[src/hw/asm_pkg.sv]
// shared constants, types and helpers for the align and skew logic
package asm_pkg;

	// ==========================================================
	// link modes and rates
	typedef enum logic [1:0] {MODE_OOB, MODE_SPEED, MODE_LINK} asm_mode_e;
	localparam logic [1:0] RATE_1G5 = 2'h0;
	localparam logic [1:0] RATE_3G0 = 2'h1;
	localparam logic [1:0] RATE_6G0 = 2'h2;

	// ==========================================================
	// slot timing
	localparam int CLK_PERIOD_NS = 20;
	localparam int LINK_PERIOD_NS = 160;
	localparam int LINK_DIV = LINK_PERIOD_NS / CLK_PERIOD_NS;
	localparam int DIV_W = 3;
	localparam logic [DIV_W-1:0] LINK_DIV_M1 = DIV_W'(LINK_DIV - 1);
	localparam logic [DIV_W-1:0] LINK_HALF = DIV_W'(LINK_DIV / 2);

	// ==========================================================
	// skew insertion windows: primitives per window of dwords
	localparam int SKW_WIN_1G5 = 64;
	localparam int SKW_NUM_1G5 = 1;
	localparam int SKW_WIN_3G0 = 128;
	localparam int SKW_NUM_3G0 = 2;
	localparam int SKW_WIN_6G0 = 256;
	localparam int SKW_NUM_6G0 = 4;
	localparam logic [7:0] SKW_LIM_1G5 = 8'(SKW_WIN_1G5 / SKW_NUM_1G5 - 1);
	localparam logic [7:0] SKW_LIM_3G0 = 8'(SKW_WIN_3G0 / SKW_NUM_3G0 - 1);
	localparam logic [7:0] SKW_LIM_6G0 = 8'(SKW_WIN_6G0 / SKW_NUM_6G0 - 1);
	localparam logic [7:0] CNT_RST = 8'h00;
	localparam logic [7:0] CNT_SAT = 8'hFF;

	// ==========================================================
	// notify spacing, bridge pairs, elasticity buffer
	localparam logic [1:0] NTF_RUN_MAX = 2'h3;
	localparam logic [1:0] NTF_GAP_MIN = 2'h3;
	localparam logic [1:0] ROT_RST = 2'h0;
	localparam logic [7:0] BRG_RUN_MAX = 8'hFE;
	localparam int EB_AW = 2;
	localparam logic [2:0] EB_DEPTH = 3'h4;

	// ==========================================================
	// primitive dwords, values arbitrary
	localparam logic [3:0][31:0] ALIGN_DW = {32'hA3A3_0F03, 32'hA2A2_0F02,
		32'hA1A1_0F01, 32'hA0A0_0F00};
	localparam logic [31:0] NOTIFY_DW = 32'hB0B0_0F10;

	// full four-character compare
	function automatic logic prim_match(input logic k, input logic [31:0] dw);
		prim_match = k && (dw == ALIGN_DW[0] || dw == ALIGN_DW[1] ||
			dw == ALIGN_DW[2] || dw == ALIGN_DW[3] || dw == NOTIFY_DW);
	endfunction : prim_match

	function automatic logic [7:0] skw_limit(input logic [1:0] rate);
		case (rate)
			RATE_3G0: skw_limit = SKW_LIM_3G0;
			RATE_6G0: skw_limit = SKW_LIM_6G0;
			default: skw_limit = SKW_LIM_1G5;
		endcase
	endfunction : skw_limit

endpackage : asm_pkg

[src/hw/asm_link_if.sv]
// serial link between the device phy and its partner phy
`timescale 1ns/1ns
interface asm_link_if;
	logic dev_clk;
	logic dev_k;
	logic [31:0] dev_dw;
	logic ptr_clk;
	logic ptr_k;
	logic [31:0] ptr_dw;
	modport dev (output dev_clk, dev_k, dev_dw, input ptr_clk, ptr_k, ptr_dw);
	modport ptr (input dev_clk, dev_k, dev_dw, output ptr_clk, ptr_k, ptr_dw);
endinterface : asm_link_if

[src/hw/asm_phy_dev.sv]
// device phy end: align/notify transmit scheduling and elastic receive
`timescale 1ns/1ns
module asm_phy_dev (
	input logic CLK_I,
	input logic SRST_I,
	input asm_pkg::asm_mode_e MODE_I,
	input logic [1:0] RATE_I,
	input logic ORIG_I,
	input logic BRIDGE_I,
	input logic NOTIFY_EN_I,
	input logic NOTIFY_ROT_I,
	input logic [31:0] TX_DAT_I,
	input logic TX_VALID_I,
	output logic TX_READY_O,
	output logic [31:0] RX_DAT_O,
	output logic RX_VALID_O,
	output logic RX_OVERRUN_O,
	output logic RX_UNDERRUN_O,
	asm_link_if.dev LINK
);
	import asm_pkg::*;

	// ==========================================================
	// slot timing from the internal clock
	logic [DIV_W-1:0] div_q, div_d;
	logic clk_q, tick;

	assign tick = (div_q == LINK_DIV_M1);
	assign div_d = tick ? '0 : div_q + 3'h1;

	always_ff @(posedge CLK_I) begin
		if (SRST_I) begin
			div_q <= '0;
			clk_q <= 1'b0;
		end else begin
			div_q <= div_d;
			clk_q <= (div_d >= LINK_HALF);
		end
	end

	// ==========================================================
	// transmit slot decision
	logic in_link, skw_due, brg_due, need, prim_ntf, pair_q, pair_d;
	logic need_org, need_brg, ntf_en;
	logic [7:0] skw_q, skw_d, brg_q, brg_d;
	logic [31:0] prim_dw;
	logic [32:0] tx_q;

	assign in_link = (MODE_I == MODE_LINK);
	assign skw_due = (skw_q >= skw_limit(RATE_I));
	assign brg_due = (brg_q >= BRG_RUN_MAX);
	assign need_org = skw_due | ~TX_VALID_I;
	assign need_brg = pair_q | brg_due | ~TX_VALID_I;
	// forwarding: fill only when nothing waits
	assign need = ~in_link | (BRIDGE_I ? need_brg :
		ORIG_I ? need_org : ~TX_VALID_I);
	assign TX_READY_O = tick & ~need;
	assign ntf_en = NOTIFY_EN_I & ~BRIDGE_I;
	assign skw_d = need ? CNT_RST :
		(skw_q == CNT_SAT) ? skw_q : skw_q + 8'h01;
	assign brg_d = need ? CNT_RST :
		(brg_q == CNT_SAT) ? brg_q : brg_q + 8'h01;
	assign pair_d = BRIDGE_I & in_link & need & ~pair_q;

	asm_prim_sel u_sel (
		.clk_i(CLK_I),
		.srst_i(SRST_I),
		.mode_i(MODE_I),
		.notify_en_i(ntf_en),
		.notify_rot_i(NOTIFY_ROT_I),
		.slot_i(tick),
		.prim_i(need),
		.prim_o(prim_dw),
		.ntf_o(prim_ntf)
	);

	always_ff @(posedge CLK_I) begin
		if (SRST_I) begin
			tx_q <= {1'b1, ALIGN_DW[0]};
			skw_q <= CNT_RST;
			brg_q <= CNT_RST;
			pair_q <= 1'b0;
		end else if (tick) begin
			tx_q <= need ? {1'b1, prim_dw} : {1'b0, TX_DAT_I};
			skw_q <= skw_d;
			brg_q <= brg_d;
			pair_q <= pair_d;
		end
	end

	assign LINK.dev_clk = clk_q;
	assign LINK.dev_k = tx_q[32];
	assign LINK.dev_dw = tx_q[31:0];

	// ==========================================================
	// receive sampling: three flops, edge once stages 2 and 3 agree
	logic [33:0] s1_q, s2_q, s3_q;
	logic lvl_q, agree, rx_edge, rx_prim;

	assign agree = (s2_q == s3_q);
	assign rx_edge = agree & s3_q[33] & ~lvl_q;
	assign rx_prim = prim_match(s3_q[32], s3_q[31:0]);

	always_ff @(posedge CLK_I) begin
		if (SRST_I) begin
			s1_q <= '0;
			s2_q <= '0;
			s3_q <= '0;
		end else begin
			s1_q <= {LINK.ptr_clk, LINK.ptr_k, LINK.ptr_dw};
			s2_q <= s1_q;
			s3_q <= s2_q;
		end
	end

	// link clock level, moved only once stages 2 and 3 agree
	always_ff @(posedge CLK_I) begin
		if (SRST_I) begin
			lvl_q <= 1'b0;
		end else begin
			lvl_q <= agree ? s3_q[33] : lvl_q;
		end
	end

	// ==========================================================
	// elasticity buffer
	logic [32:0] mem [EB_DEPTH];
	logic [EB_AW-1:0] wr_q, rd_q;
	logic [2:0] cnt_q, cnt_d;
	logic empty, full, room, push, pop;
	logic [32:0] rd_w;
	logic [31:0] rxd_q;
	logic rxv_q, ovr_q, und_q;

	assign empty = (cnt_q == 3'h0);
	assign full = (cnt_q == EB_DEPTH);
	assign pop = tick & ~empty;
	assign room = ~full | pop;
	// primitives are simply lost when there is no room
	assign push = rx_edge & room;
	assign rd_w = empty ? {1'b1, ALIGN_DW[0]} : mem[rd_q];
	assign cnt_d = (push & ~pop) ? cnt_q + 3'h1 :
		(pop & ~push) ? cnt_q - 3'h1 : cnt_q;

	always_ff @(posedge CLK_I) begin
		if (push) begin
			mem[wr_q] <= s3_q[32:0];
		end
	end

	// buffer pointers and fill level
	always_ff @(posedge CLK_I) begin
		if (SRST_I) begin
			wr_q <= '0;
			rd_q <= '0;
			cnt_q <= 3'h0;
		end else begin
			wr_q <= push ? wr_q + 2'h1 : wr_q;
			rd_q <= pop ? rd_q + 2'h1 : rd_q;
			cnt_q <= cnt_d;
		end
	end

	// ==========================================================
	// internal side: data out, primitives discarded
	always_ff @(posedge CLK_I) begin
		if (SRST_I) begin
			rxd_q <= 32'h0000_0000;
			rxv_q <= 1'b0;
		end else begin
			rxd_q <= tick ? rd_w[31:0] : rxd_q;
			rxv_q <= tick & ~prim_match(rd_w[32], rd_w[31:0]);
		end
	end

	// overrun and underrun pulses
	always_ff @(posedge CLK_I) begin
		if (SRST_I) begin
			ovr_q <= 1'b0;
			und_q <= 1'b0;
		end else begin
			ovr_q <= rx_edge & ~room & ~rx_prim;
			und_q <= tick & empty;
		end
	end

	assign RX_DAT_O = rxd_q;
	assign RX_VALID_O = rxv_q;
	assign RX_OVERRUN_O = ovr_q;
	assign RX_UNDERRUN_O = und_q;
endmodule : asm_phy_dev

[src/hw/asm_prim_sel.sv]
// picks the primitive for a slot: align version, rotation, notify spacing
`timescale 1ns/1ns
module asm_prim_sel (
	input logic clk_i,
	input logic srst_i,
	input asm_pkg::asm_mode_e mode_i,
	input logic notify_en_i,
	input logic notify_rot_i,
	input logic slot_i,
	input logic prim_i,
	output logic [31:0] prim_o,
	output logic ntf_o
);
	import asm_pkg::*;

	logic [1:0] rot_q, rot_d, run_q, run_d, gap_q, gap_d;
	logic sn_q, sn_d, in_link, ntf_ok, rot_step;

	assign in_link = (mode_i == MODE_LINK);
	assign ntf_ok = notify_en_i && in_link && ((run_q != 2'h0) ?
		(run_q < NTF_RUN_MAX) : (gap_q == NTF_GAP_MIN));
	assign ntf_o = ntf_ok;
	assign prim_o = (mode_i == MODE_OOB) ? ALIGN_DW[0] :
		(mode_i == MODE_SPEED) ? ALIGN_DW[{1'b0, sn_q}] :
		ntf_ok ? NOTIFY_DW : ALIGN_DW[rot_q];
	assign rot_step = slot_i && prim_i && (!ntf_ok || notify_rot_i);
	// rotation held at version 0 until the reset sequence is over
	assign rot_d = !in_link ? ROT_RST : rot_step ? rot_q + 2'h1 : rot_q;
	assign sn_d = (mode_i == MODE_SPEED) ? (slot_i ^ sn_q) : 1'b0;

	always_comb begin
		run_d = run_q;
		gap_d = gap_q;
		if (slot_i && prim_i && ntf_ok) begin
			run_d = run_q + 2'h1;
			gap_d = 2'h0;
		end else if (slot_i) begin
			run_d = 2'h0;
			gap_d = (gap_q == NTF_GAP_MIN) ? gap_q : gap_q + 2'h1;
		end
	end

	always_ff @(posedge clk_i) begin
		if (srst_i) begin
			rot_q <= ROT_RST;
			run_q <= 2'h0;
			gap_q <= NTF_GAP_MIN;
			sn_q <= 1'b0;
		end else begin
			rot_q <= rot_d;
			run_q <= run_d;
			gap_q <= gap_d;
			sn_q <= sn_d;
		end
	end
endmodule : asm_prim_sel

[src/flat_wrapper.sv]
// flat-port wrapper written by rule: the top's interface ports become plain ports
module asm_phy_dev_flat import asm_pkg::*;
  (CLK_I, SRST_I, MODE_I, RATE_I, ORIG_I, BRIDGE_I, NOTIFY_EN_I, NOTIFY_ROT_I, TX_DAT_I, TX_VALID_I, TX_READY_O, RX_DAT_O, RX_VALID_O, RX_OVERRUN_O, RX_UNDERRUN_O, LINK_dev_clk, LINK_dev_k, LINK_dev_dw, LINK_ptr_clk, LINK_ptr_k, LINK_ptr_dw);
  asm_link_if LINK_i ();
  input logic CLK_I;
  input logic SRST_I;
  input asm_pkg::asm_mode_e MODE_I;
  input logic [1:0] RATE_I;
  input logic ORIG_I;
  input logic BRIDGE_I;
  input logic NOTIFY_EN_I;
  input logic NOTIFY_ROT_I;
  input logic [31:0] TX_DAT_I;
  input logic TX_VALID_I;
  output logic TX_READY_O;
  output logic [31:0] RX_DAT_O;
  output logic RX_VALID_O;
  output logic RX_OVERRUN_O;
  output logic RX_UNDERRUN_O;
  output wire logic [$bits(LINK_i.dev_clk)-1:0] LINK_dev_clk;
  output wire logic [$bits(LINK_i.dev_k)-1:0] LINK_dev_k;
  output wire logic [$bits(LINK_i.dev_dw)-1:0] LINK_dev_dw;
  input wire logic [$bits(LINK_i.ptr_clk)-1:0] LINK_ptr_clk;
  input wire logic [$bits(LINK_i.ptr_k)-1:0] LINK_ptr_k;
  input wire logic [$bits(LINK_i.ptr_dw)-1:0] LINK_ptr_dw;
  assign LINK_dev_clk = LINK_i.dev_clk;
  assign LINK_dev_k = LINK_i.dev_k;
  assign LINK_dev_dw = LINK_i.dev_dw;
  assign LINK_i.ptr_clk = LINK_ptr_clk;
  assign LINK_i.ptr_k = LINK_ptr_k;
  assign LINK_i.ptr_dw = LINK_ptr_dw;
  asm_phy_dev u_core (.CLK_I(CLK_I), .SRST_I(SRST_I), .MODE_I(MODE_I), .RATE_I(RATE_I), .ORIG_I(ORIG_I), .BRIDGE_I(BRIDGE_I), .NOTIFY_EN_I(NOTIFY_EN_I), .NOTIFY_ROT_I(NOTIFY_ROT_I), .TX_DAT_I(TX_DAT_I), .TX_VALID_I(TX_VALID_I), .TX_READY_O(TX_READY_O), .RX_DAT_O(RX_DAT_O), .RX_VALID_O(RX_VALID_O), .RX_OVERRUN_O(RX_OVERRUN_O), .RX_UNDERRUN_O(RX_UNDERRUN_O), .LINK(LINK_i));
endmodule
[config.mk]
export PLATFORM = sky130hd
export DESIGN_NAME = asm_phy_dev_flat
export DESIGN_NICKNAME = d
export VERILOG_FILES = /design/src/hw/asm_pkg.sv /design/src/hw/asm_link_if.sv /design/src/hw/asm_phy_dev.sv /design/src/hw/asm_prim_sel.sv /design/src/flat_wrapper.sv
export SDC_FILE = /design/constraint.sdc
export NUM_CORES = 1
export LEC_CHECK = 0
export BUFFER_PORTS_ARGS = -buffer_cell sky130_fd_sc_hd__buf_2
export CORE_MARGIN = 1
export CORE_UTILIZATION = 52
export CTS_CLUSTER_DIAMETER = 30
export DETAILED_ROUTE_END_ITERATION = 10
export PLACE_DENSITY = 0.73
export SLEW_MARGIN = 10
export SYNTH_ARGS = -nofsm -noshare
export SYNTH_HDL_FRONTEND = slang
export SYNTH_SLANG_ARGS = --single-unit
[constraint.sdc]
create_clock -name CLK_I -period 2.5 [get_ports CLK_I]
set_input_delay 0.25 -clock CLK_I [delete_from_list [all_inputs] [get_ports CLK_I]]
set_output_delay 0.25 -clock CLK_I [all_outputs]
set_load 0.005 [all_outputs]
## Word-level counts from Yosys, hierarchy flattened

Memory sizes are Yosys's and may differ from the RTL's. A register that Yosys moved wholly into a read port is not among the register bits.
Cells that the tools add are included.

| word-level totals | value |
|---|---|
| word-level logic and storage cells | 149 |
| memories kept | 1 |
| register bits | 206 |
| RAM bits | 132 |
| output and inout bits | 70 |
| bits of input ports | 77 |

| operators by class | value |
|---|---|
| add/sub/neg operators | 10 |
| reductions and logical operators | 27 |
| eq/ne operators | 21 |
| magnitude comparators | 6 |
| bitwise logic cells | 35 |
| muxes and demuxes | 28 |

Memory list:

| name | depth | bits a word | rd ports | clocked after Yosys merged registers in | write ports | line | RTL |
|---|---|---|---|---|---|---|---|
| u_core.mem | 4 | 33 | 1 | 1 | 1 | asm_phy_dev.sv:127 | `logic [32:0] mem [EB_DEPTH];` |

Operator list:

| cell | number |
|---|---|
| == test 32 bit, second input constant | 10 |
| 2-to-1 mux 32 bit | 5 |
| 2-to-1 mux 33 bit | 2 |
| binary-select mux 32 bit (select 2 bit) | 1 |
| == test 34 bit | 1 |
| 2-to-1 mux 8 bit | 4 |
| 2-to-1 mux 25 bit | 1 |
| adder 8 x 1 -> 8 bit, second input constant | 2 |
| == test 8 bit, second input constant | 2 |
| bitwise AND 1 bit | 15 |
| 2-to-1 mux 2 bit | 7 |
| inverter 1 bit | 14 |
| adder 2 x 1 -> 2 bit, second input constant | 5 |
| logical OR 1 bit | 9 |
| 2-to-1 mux 3 bit | 3 |
| >= comparator 8 x 6 -> 1 bit, second input constant | 1 |
| >= comparator 8 bit, second input constant | 1 |
| logical AND 1 bit | 7 |
| adder 3 x 1 -> 3 bit, second input constant | 2 |
| == test 3 bit, second input constant | 2 |
| AND reduction 2 bit | 3 |
| nonzero test 2 bit | 3 |
| 2-to-1 mux 1 bit | 5 |
| OR 1 bit | 5 |
| other kinds (14) | 17 |

## Longest topological paths before layout

Gate-level depths: netlist of the first run.

| depth | value |
|---|---|
| depth after elaboration | 10 |
| mapped depth | 13 |
| gate-level depth less buffers | 11 |

## Hierarchy

From an unflattened synthesis of the first run, not the netlist that was laid out.

| second synthesis, totals | value |
|---|---|
| cell total of the unflattened synthesis | 1008 |
| area, all modules | 12867.3 um^2 |

By module, submodules not included:

| module | times used | cells each | seq. area each (um^2) | area an instance (um^2) |
|---|---|---|---|---|
| asm_phy_dev | 1 | 932 | 7967.6 | 12192.9 |
| asm_prim_sel | 1 | 76 | 140.1 | 674.4 |

## Worst setup path after synthesis of the first run

Ideal clock, no wire load.

| timing path | value |
|---|---|
| path type | register to register |
| from | register u_core.div_q[0] |
| to | register u_core.cnt_q[2] |
| required time | 2430 ps |
| setup time | 70 ps |
| stages on the path, launching flop included | 14 |
| setup slack | -248 ps |
| data arrival time | 2677 ps |
| buffers on the path | 2 |
| period minus slack after synthesis | 2748 ps |
| cells stage by stage | dfxtp_1 > ha_1 > ha_1 > clkbuf_1 > nor4b_1 > nor3b_1 > and4b_1 > clkbuf_1 > ha_1 > inv_1 > fa_1 > xor2_1 > or3_1 > a21oi_1 |

| between the ends | value |
|---|---|
| cells in the longest elaborated chain, start to end | 7 |
| elaborated cells on any way between the ends | 10 |
| classes of those cells | 1 x eq/ne; 1 x mux; 7 x bitwise; 1 x reduce/logical |

Ends and longest elaborated chain:

| what | line | RTL |
|---|---|---|
| start, declared | asm_phy_dev.sv:25 | `logic [DIV_W-1:0] div_q, div_d;` |
| start signal, assigned | asm_phy_dev.sv:36 | `div_q <= div_d;` |
| == test 3 bit * | asm_phy_dev.sv:28 | `assign tick = (div_q == LINK_DIV_M1);` |
| bitwise AND 1 bit * | asm_phy_dev.sv:137 | `assign pop = tick & ~empty;` |
| OR 1 bit * | asm_phy_dev.sv:138 | `assign room = ~full \| pop;` |
| bitwise AND 1 bit * | asm_phy_dev.sv:140 | `assign push = rx_edge & room;` |
| via u_core.push | asm_phy_dev.sv:130 | `logic empty, full, room, push, pop;` |
| inverter 1 bit | asm_phy_dev.sv:143 | `(pop & ~push) ? cnt_q - 3'h1 : cnt_q;` |
| bitwise AND 1 bit | asm_phy_dev.sv:143 |  |
| nonzero test 2 bit (no line) | n/a |  |
| end signal, assigned | asm_phy_dev.sv:160 | `cnt_q <= cnt_d;` |
| end, declared | asm_phy_dev.sv:129 | `logic [2:0] cnt_q, cnt_d;` |

The timed path passes the listed nets; every way through them passes the cells marked *.
A chain may end at the register's enable or synchronous reset.

## Final worst setup path of the first run

| timing path | value |
|---|---|
| from | register u_core.s2_q[28] |
| to | register u_core.cnt_q[2] |

| between the ends | value |
|---|---|
| cells in the longest elaborated chain, start to end | 7 |
| elaborated cells on any way between the ends | 9 |
| classes of those cells | 1 x eq/ne; 1 x mux; 6 x bitwise; 1 x reduce/logical |

Ends and longest elaborated chain:

| what | line | RTL |
|---|---|---|
| start, declared | asm_phy_dev.sv:97 | `logic [33:0] s1_q, s2_q, s3_q;` |
| start signal, assigned | asm_phy_dev.sv:111 | `s2_q <= s1_q;` |
| == test 34 bit * | asm_phy_dev.sv:100 | `assign agree = (s2_q == s3_q);` |
| bitwise AND 1 bit * (2 in a row) | asm_phy_dev.sv:101 | `assign rx_edge = agree & s3_q[33] & ~lvl_q;` |
| bitwise AND 1 bit * | asm_phy_dev.sv:140 |  |
| inverter 1 bit | asm_phy_dev.sv:143 |  |
| bitwise AND 1 bit | asm_phy_dev.sv:143 |  |
| nonzero test 2 bit (no line) | n/a |  |

Every way passes the cells marked *; elsewhere a longest branch is shown, timed or not.

==> reports/results.md, run 1 <==
| Parameter | Reported | Unit |
| --- | --- | --- |
| Outcome | complete, but fails checks | - |
| Violated checks | setup timing | - |
| Number of instances in the synthesized netlist | 887 | - |
| Number of CTS-inserted buffers | 55 | - |
| Proportion of layout cells with a drive suffix above 1 | 0.303 | - |
| Type of the worst min-delay path | input pin to flop | - |
| Syn_nets | 978 | - |
| Via Count | 8123 | - |
| Area delta synth->final | 35.1 | % |
| Vias in the first global route | 8184 | - |
| Weighted congestion reported at the end of routability-driven placement | 0.831 | - |
| Wire length per cell after detailed routing | 18.1 | um |
| Unrepaired setup endpoints after global routing | true | - |
| Predominant post-synthesis flop cell | sky130_fd_sc_hd__dfxtp_1 | - |
| Number of endpoints with negative hold slack in the final report | 0 | - |
| Clock tree buffer depth | 3 | - |
| DRT Wirelength | 28.0 | mm |
| Yosys top cell by area | sky130_fd_sc_hd__dfxtp_1 | - |
| Cell area power density | 845 | mW/mm2 |
| Final critical-path required period | 2.62 | ns |
| Total of fill cells in the finished design | 1472 | - |
| Final critical-path share of the clock period | 1.05 | - |
| DRC violation count after routing | 0 | - |
| Data required time of the worst path | 3.00 | ns |
| Relative slew margins | 0.571 | - |
| FMAX | 0.381 | GHz |
| Wire length of the first global-routing pass | 43.2 | mm |
| Clock Sink Count | 339 | - |
| Post-Place Setup Slack | -0.107 | ns |
| Placed Cells | 1375 | - |
| Diodes inserted | 0 | - |
| Clock root cell | sky130_fd_sc_hd__clkbuf_16 | - |
| Core Area | 0.0228 | mm2 |
| CP max FO | 2 | - |
| Initial antenna violation count | 0 | - |
| Critical path start-end classification | flop to flop | - |
| Clock skew | 0.0140 | ns |
| Count of final setup violators | 1 | - |
| Cells taking the most area after synthesis | sky130_fd_sc_hd__dfxtp_1, sky130_fd_sc_hd__edfxtp_1, sky130_fd_sc_hd__nor2b_1 | - |
| Initial core utilization | 0.535 | - |
| Die outline area | 0.0241 | mm2 |
| Non-filler instance count after layout | 1549 | - |
| Arrival @ worst endpoint | 3.12 | ns |
| Synth Register Bits | 339 | - |
| Worst ir drop on vdd | 0.000619 | V |
| Crit end category | flop | - |
| Static leakage | 6.47 | nW |
| Half-perimeter wire length after detailed placement | 16.8 | mm |
| Mean number of vias per cell | 5.24 | - |
| Number of buffers added on ports | 144 | - |
| Transition time of the tightest slew-check pin | 0.639 | ns |
| Number of standard-cell rows in the floorplan | 55 | - |
| Pins over their slew limit | 0 | - |
| Post-synth EDFFs | 132 | - |
| Seq. cell area | 0.00812 | mm2 |
| Register area share after synthesis | 0.665 | - |
| Share of Yosys cell area claimed by the top area cell type | 0.340 | - |
| Total Routing Usage GR | 0.234 | - |
| Die X-Extent | 155 | um |
| Number of optimization iterations in the first detailed-route pass | 5 | - |
| CTS tree | built | - |
| Warnings, synthesis | 0 | - |
| Distinct cell type count of the synthesized netlist | 66 | - |
| Number of routed nets with antenna violations | 0 | - |
| Depth of the CTS H-tree | 2 | - |
| Max-cap violation count | 0 | - |
| Die Height | 155 | um |
| Ports | 147 | - |
| Remaining global-route overflow | 0 | - |
| Detailed Route Iter0 Violations | 632 | - |
| Pin count of the biggest net entering global routing | 112 | - |
| Critical path launch point type | flop | - |
| Clock transition time at the flip-flop clock pins of the worst setup and hold paths | 0.05 | ns |
| Post-synthesis instance area | 0.0122 | mm2 |
| Asr flop ratio synth | 0 | - |
| Source-to-sink clock delay at the later pin of the worst-skew pair | 0.57 | ns |
| Post-synthesis area per instance | 13.7 | um2 |
| Final Worst Setup Slack | -0.121 | ns |
| Area of the multi-input gates | 0.00389 | mm2 |
| Post-layout net count | 1281 | - |
-- final timing paths --
check             startpoint  slack [ns]  depth (start not counted)              end
max reg2reg  u_core.s2_q[28]       -0.12                         11  u_core.cnt_q[2]
max          u_core.s2_q[28]       -0.12                         11  u_core.cnt_q[2]
min                 BRIDGE_I        0.03                          3    u_core.pair_q
min reg2reg  u_core.div_q[0]        0.42                          1  u_core.div_q[0]
-- synthesized netlist by cell type (2+ instances only) --
cell	count
sky130_fd_sc_hd__ha_1	13
sky130_fd_sc_hd__nor3b_1	2
sky130_fd_sc_hd__o21ai_0	9
sky130_fd_sc_hd__and2_1	5
sky130_fd_sc_hd__nor2_1	66
sky130_fd_sc_hd__a211oi_1	3
sky130_fd_sc_hd__mux2i_1	4
sky130_fd_sc_hd__nand2b_1	4
sky130_fd_sc_hd__a22oi_1	12
sky130_fd_sc_hd__nor4_1	4
sky130_fd_sc_hd__and4_1	3
sky130_fd_sc_hd__buf_2	4
sky130_fd_sc_hd__mux4_2	27
sky130_fd_sc_hd__o22ai_1	8
sky130_fd_sc_hd__buf_1	3
sky130_fd_sc_hd__a311oi_1	3
sky130_fd_sc_hd__or2_2	2
sky130_fd_sc_hd__xnor2_1	31
sky130_fd_sc_hd__and3_1	2
sky130_fd_sc_hd__a31oi_1	6
sky130_fd_sc_hd__nand4_1	16
sky130_fd_sc_hd__xor2_1	19
sky130_fd_sc_hd__nand4b_1	2
sky130_fd_sc_hd__a21oi_1	13
sky130_fd_sc_hd__nor2b_1	106
sky130_fd_sc_hd__nor4bb_1	4
sky130_fd_sc_hd__inv_1	9
sky130_fd_sc_hd__o21ai_1	2
sky130_fd_sc_hd__nand3_1	12
sky130_fd_sc_hd__dfxtp_1	207
sky130_fd_sc_hd__a22o_1	26
sky130_fd_sc_hd__edfxtp_1	132
sky130_fd_sc_hd__nor3_1	15
sky130_fd_sc_hd__buf_6	2
sky130_fd_sc_hd__or3_1	6
sky130_fd_sc_hd__a221o_1	4
sky130_fd_sc_hd__nand2_1	25
sky130_fd_sc_hd__clkbuf_1	30
sky130_fd_sc_hd__and4b_1	2
sky130_fd_sc_hd__o22a_1	8
sky130_fd_sc_hd__nor4b_1	6
sky130_fd_sc_hd__mux4_1	6
-- layer usage --
layer | track usage | up-vias | part of all wire
met5 | 0 | - | 0
met1 | 0.286 | 3861 | 0.40
li1 | - | 3845 | -
met4 | 0.107 | 0 | 0.037
met3 | 0.0493 | 78 | 0.073
met2 | 0.399 | 339 | 0.49
-- state kept, by name (all words and copies together) (netlist names), named ones only --
register,count
u_core.rd_q,2
u_core.RX_OVERRUN_O,1
u_core.s2_q,34
u_core.u_sel.gap_q,2
u_core.div_q,2
u_core.LINK.dev_clk,1
u_core.u_sel.sn_q,1
u_core.skw_q,8
u_core.pair_q,1
u_core.u_sel.run_q,2
u_core.cnt_q,3
u_core.RX_DAT_O,32
u_core.brg_q,8
u_core.mem,132
u_core.RX_UNDERRUN_O,1
u_core.wr_q,2
u_core.lvl_q,1
u_core.RX_VALID_O,1
u_core.tx_q,33
u_core.s1_q,34
u_core.s3_q,34
u_core.u_sel.rot_q,2
-- cell type report --
class                           instances  share of cell area
Clock buffer                           63              0.0911
Clock inverter                         40              0.0267
Inverter                               10             0.00228
Multi-Input combinational cell        495               0.236
Sequential cell                       339               0.493
Tap cell                              313              0.0238
Timing Repair Buffer                  289               0.126
-- stage by stage --
stage          total power [mW]  hold slack, ns  setup TNS, ns  cell area, um2   util
3_3_place_gp               6.24           0.407        -0.0389           13800  0.604
2_1_floorplan              6.10           0.326              0           12200      -
3_5_place_dp               6.25           0.421         -0.107           13800  0.604
5_1_grt                    14.3          0.0315         -0.373           16500  0.723
4_1_cts                    14.0         0.00561         -0.175           16400  0.721
6_report                   13.9          0.0266         -0.121           16500  0.723
-- critical path, stage by stage (launching register included) --
cell                      delay (ns)
sky130_fd_sc_hd__dfxtp_2        0.32
sky130_fd_sc_hd__xor2_1         0.17
sky130_fd_sc_hd__nor4_2         0.31
sky130_fd_sc_hd__buf_4          0.16
sky130_fd_sc_hd__nand2_1        0.04
sky130_fd_sc_hd__and4b_2        0.35
sky130_fd_sc_hd__ha_4           0.16
sky130_fd_sc_hd__inv_1          0.05
sky130_fd_sc_hd__fa_2           0.33
sky130_fd_sc_hd__xor2_1         0.18
sky130_fd_sc_hd__or3_1          0.35
sky130_fd_sc_hd__a21oi_2        0.14
-- cell usage in the layout (no fill, tap or decap), types with 10 or more instances in the layout --
| cell type | instances |
|---|---|
| sky130_fd_sc_hd__a21oi_1 | 12 |
| sky130_fd_sc_hd__a22o_1 | 26 |
| sky130_fd_sc_hd__a22oi_1 | 12 |
| sky130_fd_sc_hd__buf_2 | 143 |
| sky130_fd_sc_hd__buf_4 | 70 |
| sky130_fd_sc_hd__clkbuf_16 | 58 |
| sky130_fd_sc_hd__dfxtp_1 | 203 |
| sky130_fd_sc_hd__dlygate4sd3_1 | 68 |
| sky130_fd_sc_hd__edfxtp_1 | 132 |
| sky130_fd_sc_hd__ha_1 | 10 |
| sky130_fd_sc_hd__mux4_2 | 27 |
| sky130_fd_sc_hd__nand2_1 | 25 |
| sky130_fd_sc_hd__nand3_1 | 12 |
| sky130_fd_sc_hd__nand4_1 | 16 |
| sky130_fd_sc_hd__nor2_1 | 64 |
| sky130_fd_sc_hd__nor2b_1 | 106 |
| sky130_fd_sc_hd__nor3_1 | 15 |
| sky130_fd_sc_hd__xnor2_1 | 31 |
| sky130_fd_sc_hd__xor2_1 | 19 |
-- what timing repair did --
action | in CTS | in global routing
pin swaps | 4 | 3
setup endpoints to repair | 2 | 4
buffers inserted | 2 | 2
gates resized for setup | 9 | 7
hold endpoints to repair | 67 | 0
hold buffers | 68 | 0
-- report_power, final --
part | total, mW | switching [mW] | internal [mW]
combinational | 0.423 | 0.188 | 0.235
clock | 7.66 | 2.75 | 4.91
sequential | 5.83 | 0.0333 | 5.79
total | 13.9 | 2.97 | 10.9
-- logic make-up after synthesis --
kind of cell / synth area share
buf+inv: 0.0206
simple gates: 0.133
compound gates: 0.0641
fa+ha+maj: 0.0150
mux: 0.0661
xor+xnor: 0.0359
flops: 0.665
No activity file was read; power rests on OpenSTA's default activity.
==> run 2, diff against run 1 <==
Settings changed: CELL_PAD_IN_SITES_DETAIL_PLACEMENT set to 1, CELL_PAD_IN_SITES_GLOBAL_PLACEMENT set to 1, CORE_UTILIZATION 52 to 43, PLACE_DENSITY 0.73 to 0.74.
==> run 2 against run 1 <==
  * The flow still finishes with violations (setup timing)
  * Routed wire length up 20%
  * Die area grew 21%
  * Total power increased by 11%
  * Worst setup slack got worse by 0.071 ns
  * Combinational power is 2% higher
  * Via count rose by 3.5%
  * Non-clock buffer count up 6
  * Critical path type unchanged
  * Largest cell class unchanged
==> reports/results.md, run 2 (same netlist as run 1, synthesis figures left out) <==
| Parameter | Reported | Unit |
| --- | --- | --- |
| Crit end category | flop | - |
| Diodes inserted | 0 | - |
| DRC violation count after routing | 0 | - |
| Clock Sink Count | 339 | - |
| DRT Wirelength | 33.6 | mm |
| Finished Core Util | 0.615 | - |
| Area of the multi-input gates | 0.00396 | mm2 |
| Data required time of the worst path | 2.97 | ns |
| Vias in the first global route | 9468 | - |
| Final Worst Setup Slack | -0.193 | ns |
| Post-layout net count | 1300 | - |
| Ports | 147 | - |
| Die X-Extent | 170 | um |
| Number of standard-cell rows in the floorplan | 61 | - |
| Number of CTS-inserted buffers | 68 | - |
| Wire length per cell after detailed routing | 20.5 | um |
| Transition time of the tightest slew-check pin | 0.574 | ns |
| Violated checks | setup timing | - |
| Max-cap violation count | 0 | - |
| Clock skew | 0.0263 | ns |
| Largest register by flop count | u_core.mem | - |
| Unrepaired setup endpoints after global routing | true | - |
| Half-perimeter wire length after detailed placement | 19.5 | mm |
| Flip-flop count of the largest register after layout | 132 | - |
| Placed Cells | 1445 | - |
| Worst hold stages | 3 | - |
| Metal2 WL | 17.7 | mm |
| Number of buffers added on ports | 144 | - |
| Critical path launch point type | flop | - |
| Flop-to-flop setup slack | -0.19 | ns |
| Final critical-path share of the clock period | 1.08 | - |
| Area delta synth->final | 40.7 | % |
| Arrival @ worst endpoint | 3.16 | ns |
| Weighted congestion reported at the end of routability-driven placement | 0.768 | - |
| Worst min-delay path endpoint | u_core.tx_q[17] | - |
| Total routed wire length on the met1 layer | 13.2 | mm |
| Final critical-path required period | 2.69 | ns |
| Clock tree buffer depth | 3 | - |
| Pins over their slew limit | 0 | - |
| Cell area power density | 899 | mW/mm2 |
| Count of final setup violators | 1 | - |
| Initial antenna violation count | 0 | - |
| Remaining global-route overflow | 0 | - |
| Overall Power | 15.4 | mW |
| Source-to-sink clock delay at the later pin of the worst-skew pair | 0.56 | ns |
| Clock root cell | sky130_fd_sc_hd__clkbuf_16 | - |
| Depth of the CTS H-tree | 3 | - |
| Clock transition time at the flip-flop clock pins of the worst setup and hold paths | 0.06 | ns |
| Number of endpoints with negative hold slack in the final report | 0 | - |
| Most common cell after layout, fill and taps aside | sky130_fd_sc_hd__dfxtp_1 | - |
| Proportion of layout cells with a drive suffix above 1 | 0.328 | - |
| Non-filler instance count after layout | 1642 | - |
| Initial core utilization | 0.437 | - |
| Number of routed nets with antenna violations | 0 | - |
| Commonest non-fill, non-tap cells in the layout | sky130_fd_sc_hd__dfxtp_1, sky130_fd_sc_hd__buf_2, sky130_fd_sc_hd__edfxtp_1 | - |
| Depth of the worst register-to-register path | 11 | - |
| FMAX | 0.371 | GHz |
| Critical path start-end classification | flop to flop | - |
| R2R Path Start | u_core.s3_q[26] | - |
| Via Count | 8405 | - |
| CP max FO | 2 | - |
| CTS tree | built | - |
| Mean number of vias per cell | 5.12 | - |
| Die outline area | 0.0290 | mm2 |
| Relative slew margins | 0.617 | - |
| Detailed Route Iter0 Violations | 536 | - |
| Startpoint of the worst hold path | TX_DAT_I[17] | - |
| Seq. cell area | 0.00812 | mm2 |
| Type of the worst min-delay path | input pin to flop | - |
| Setup_tns | -0.193 | ns |
| Pin count of the biggest net entering global routing | 94 | - |
| Outcome | complete, but fails checks | - |
| Total Routing Usage GR | 0.237 | - |
| Post-Place Setup Slack | -0.193 | ns |
| Total length of routed met3 wires | 1.77 | mm |
| Core Area | 0.0279 | mm2 |
| Die Height | 170 | um |
| Number of optimization iterations in the first detailed-route pass | 4 | - |
| Static leakage | 6.76 | nW |
| Wire length of the first global-routing pass | 52.1 | mm |
| R2R Path End | u_core.cnt_q[2] | - |
| Max Used Layer | met4 | - |
| Total of fill cells in the finished design | 2666 | - |
| Worst ir drop on vdd | 0.000702 | V |
==> run 2: critical path: stages (launching register included) <==
cell and delay, ns:
sky130_fd_sc_hd__dfxtp_2 0.33, sky130_fd_sc_hd__xnor2_2 0.17, sky130_fd_sc_hd__nand4_1 0.17, sky130_fd_sc_hd__nor4_2 0.27, sky130_fd_sc_hd__buf_4 0.17, sky130_fd_sc_hd__and4b_2 0.28
sky130_fd_sc_hd__ha_4 0.15, sky130_fd_sc_hd__inv_2 0.04, sky130_fd_sc_hd__fa_2 0.33, sky130_fd_sc_hd__xor2_1 0.20, sky130_fd_sc_hd__or3_4 0.36, sky130_fd_sc_hd__a21oi_2 0.13
==> run 2: metrics by stage <==
| stage | hold slack [ns] | instance area, um2 |
|---|---|---|
| final | 0.0283 | 17100 |
| after global routing | 0.0415 | 17100 |
| after CTS | 0.0260 | 17100 |
| after detailed placement | 0.420 | 13900 |
| after global placement | 0.408 | 13900 |
| after floorplan | 0.326 | 12200 |
==> run 2: where the power goes <==
| part | switching (mW) | internal [mW] | total [mW] |
|---|---|---|---|
| Clock | 3.04 | 6.10 | 9.14 |
| Combinational | 0.198 | 0.233 | 0.431 |
| Sequential | 0.0385 | 5.80 | 5.84 |
| Total | 3.28 | 12.1 | 15.4 |
==> run 2: area by class of cell <==
type,instances,area share
repair buffers,295,0.128
well taps,378,0.0276
multi-input cells,495,0.231
clock inverters,42,0.0279
inverters,10,0.00219
flip-flops and latches,339,0.474
clock buffers,83,0.109
==> run 2: per-layer routing <==
layer	global-route usage	up-vias
met4	0.0956	0
met1	0.258	4171
met5	0	-
met3	0.0540	70
li1	-	3906
met2	0.443	258
==> run 2: repair_timing <==
| item | 4_1_cts | 5_1_grt |
|---|---|---|
| endpoints found under the setup margin | 4 | 91 |
| hold buffers | 66 | 0 |
| buffers inserted | 4 | 2 |
| resized for setup | 25 | 11 |
| pin swaps | 10 | 7 |
| cloned | 0 | 1 |
| hold endpoints to repair | 65 | 0 |
==> run 2: worst max-delay path by stage <==
stage	start	endpoint	slack, ns	cells after the start
2_1_floorplan	u_core.div_q[0]	u_core.cnt_q[2]	0.01	13
3_3_place_gp	u_core.s2_q[7]	u_core.cnt_q[2]	-0.13	11
3_5_place_dp	u_core.div_q[0]	u_core.cnt_q[2]	-0.19	12
4_1_cts	u_core.s2_q[15]	u_core.cnt_q[2]	-0.20	11
5_1_grt	u_core.s3_q[26]	u_core.cnt_q[2]	-0.30	11
6_report	u_core.s3_q[26]	u_core.cnt_q[2]	-0.19	11
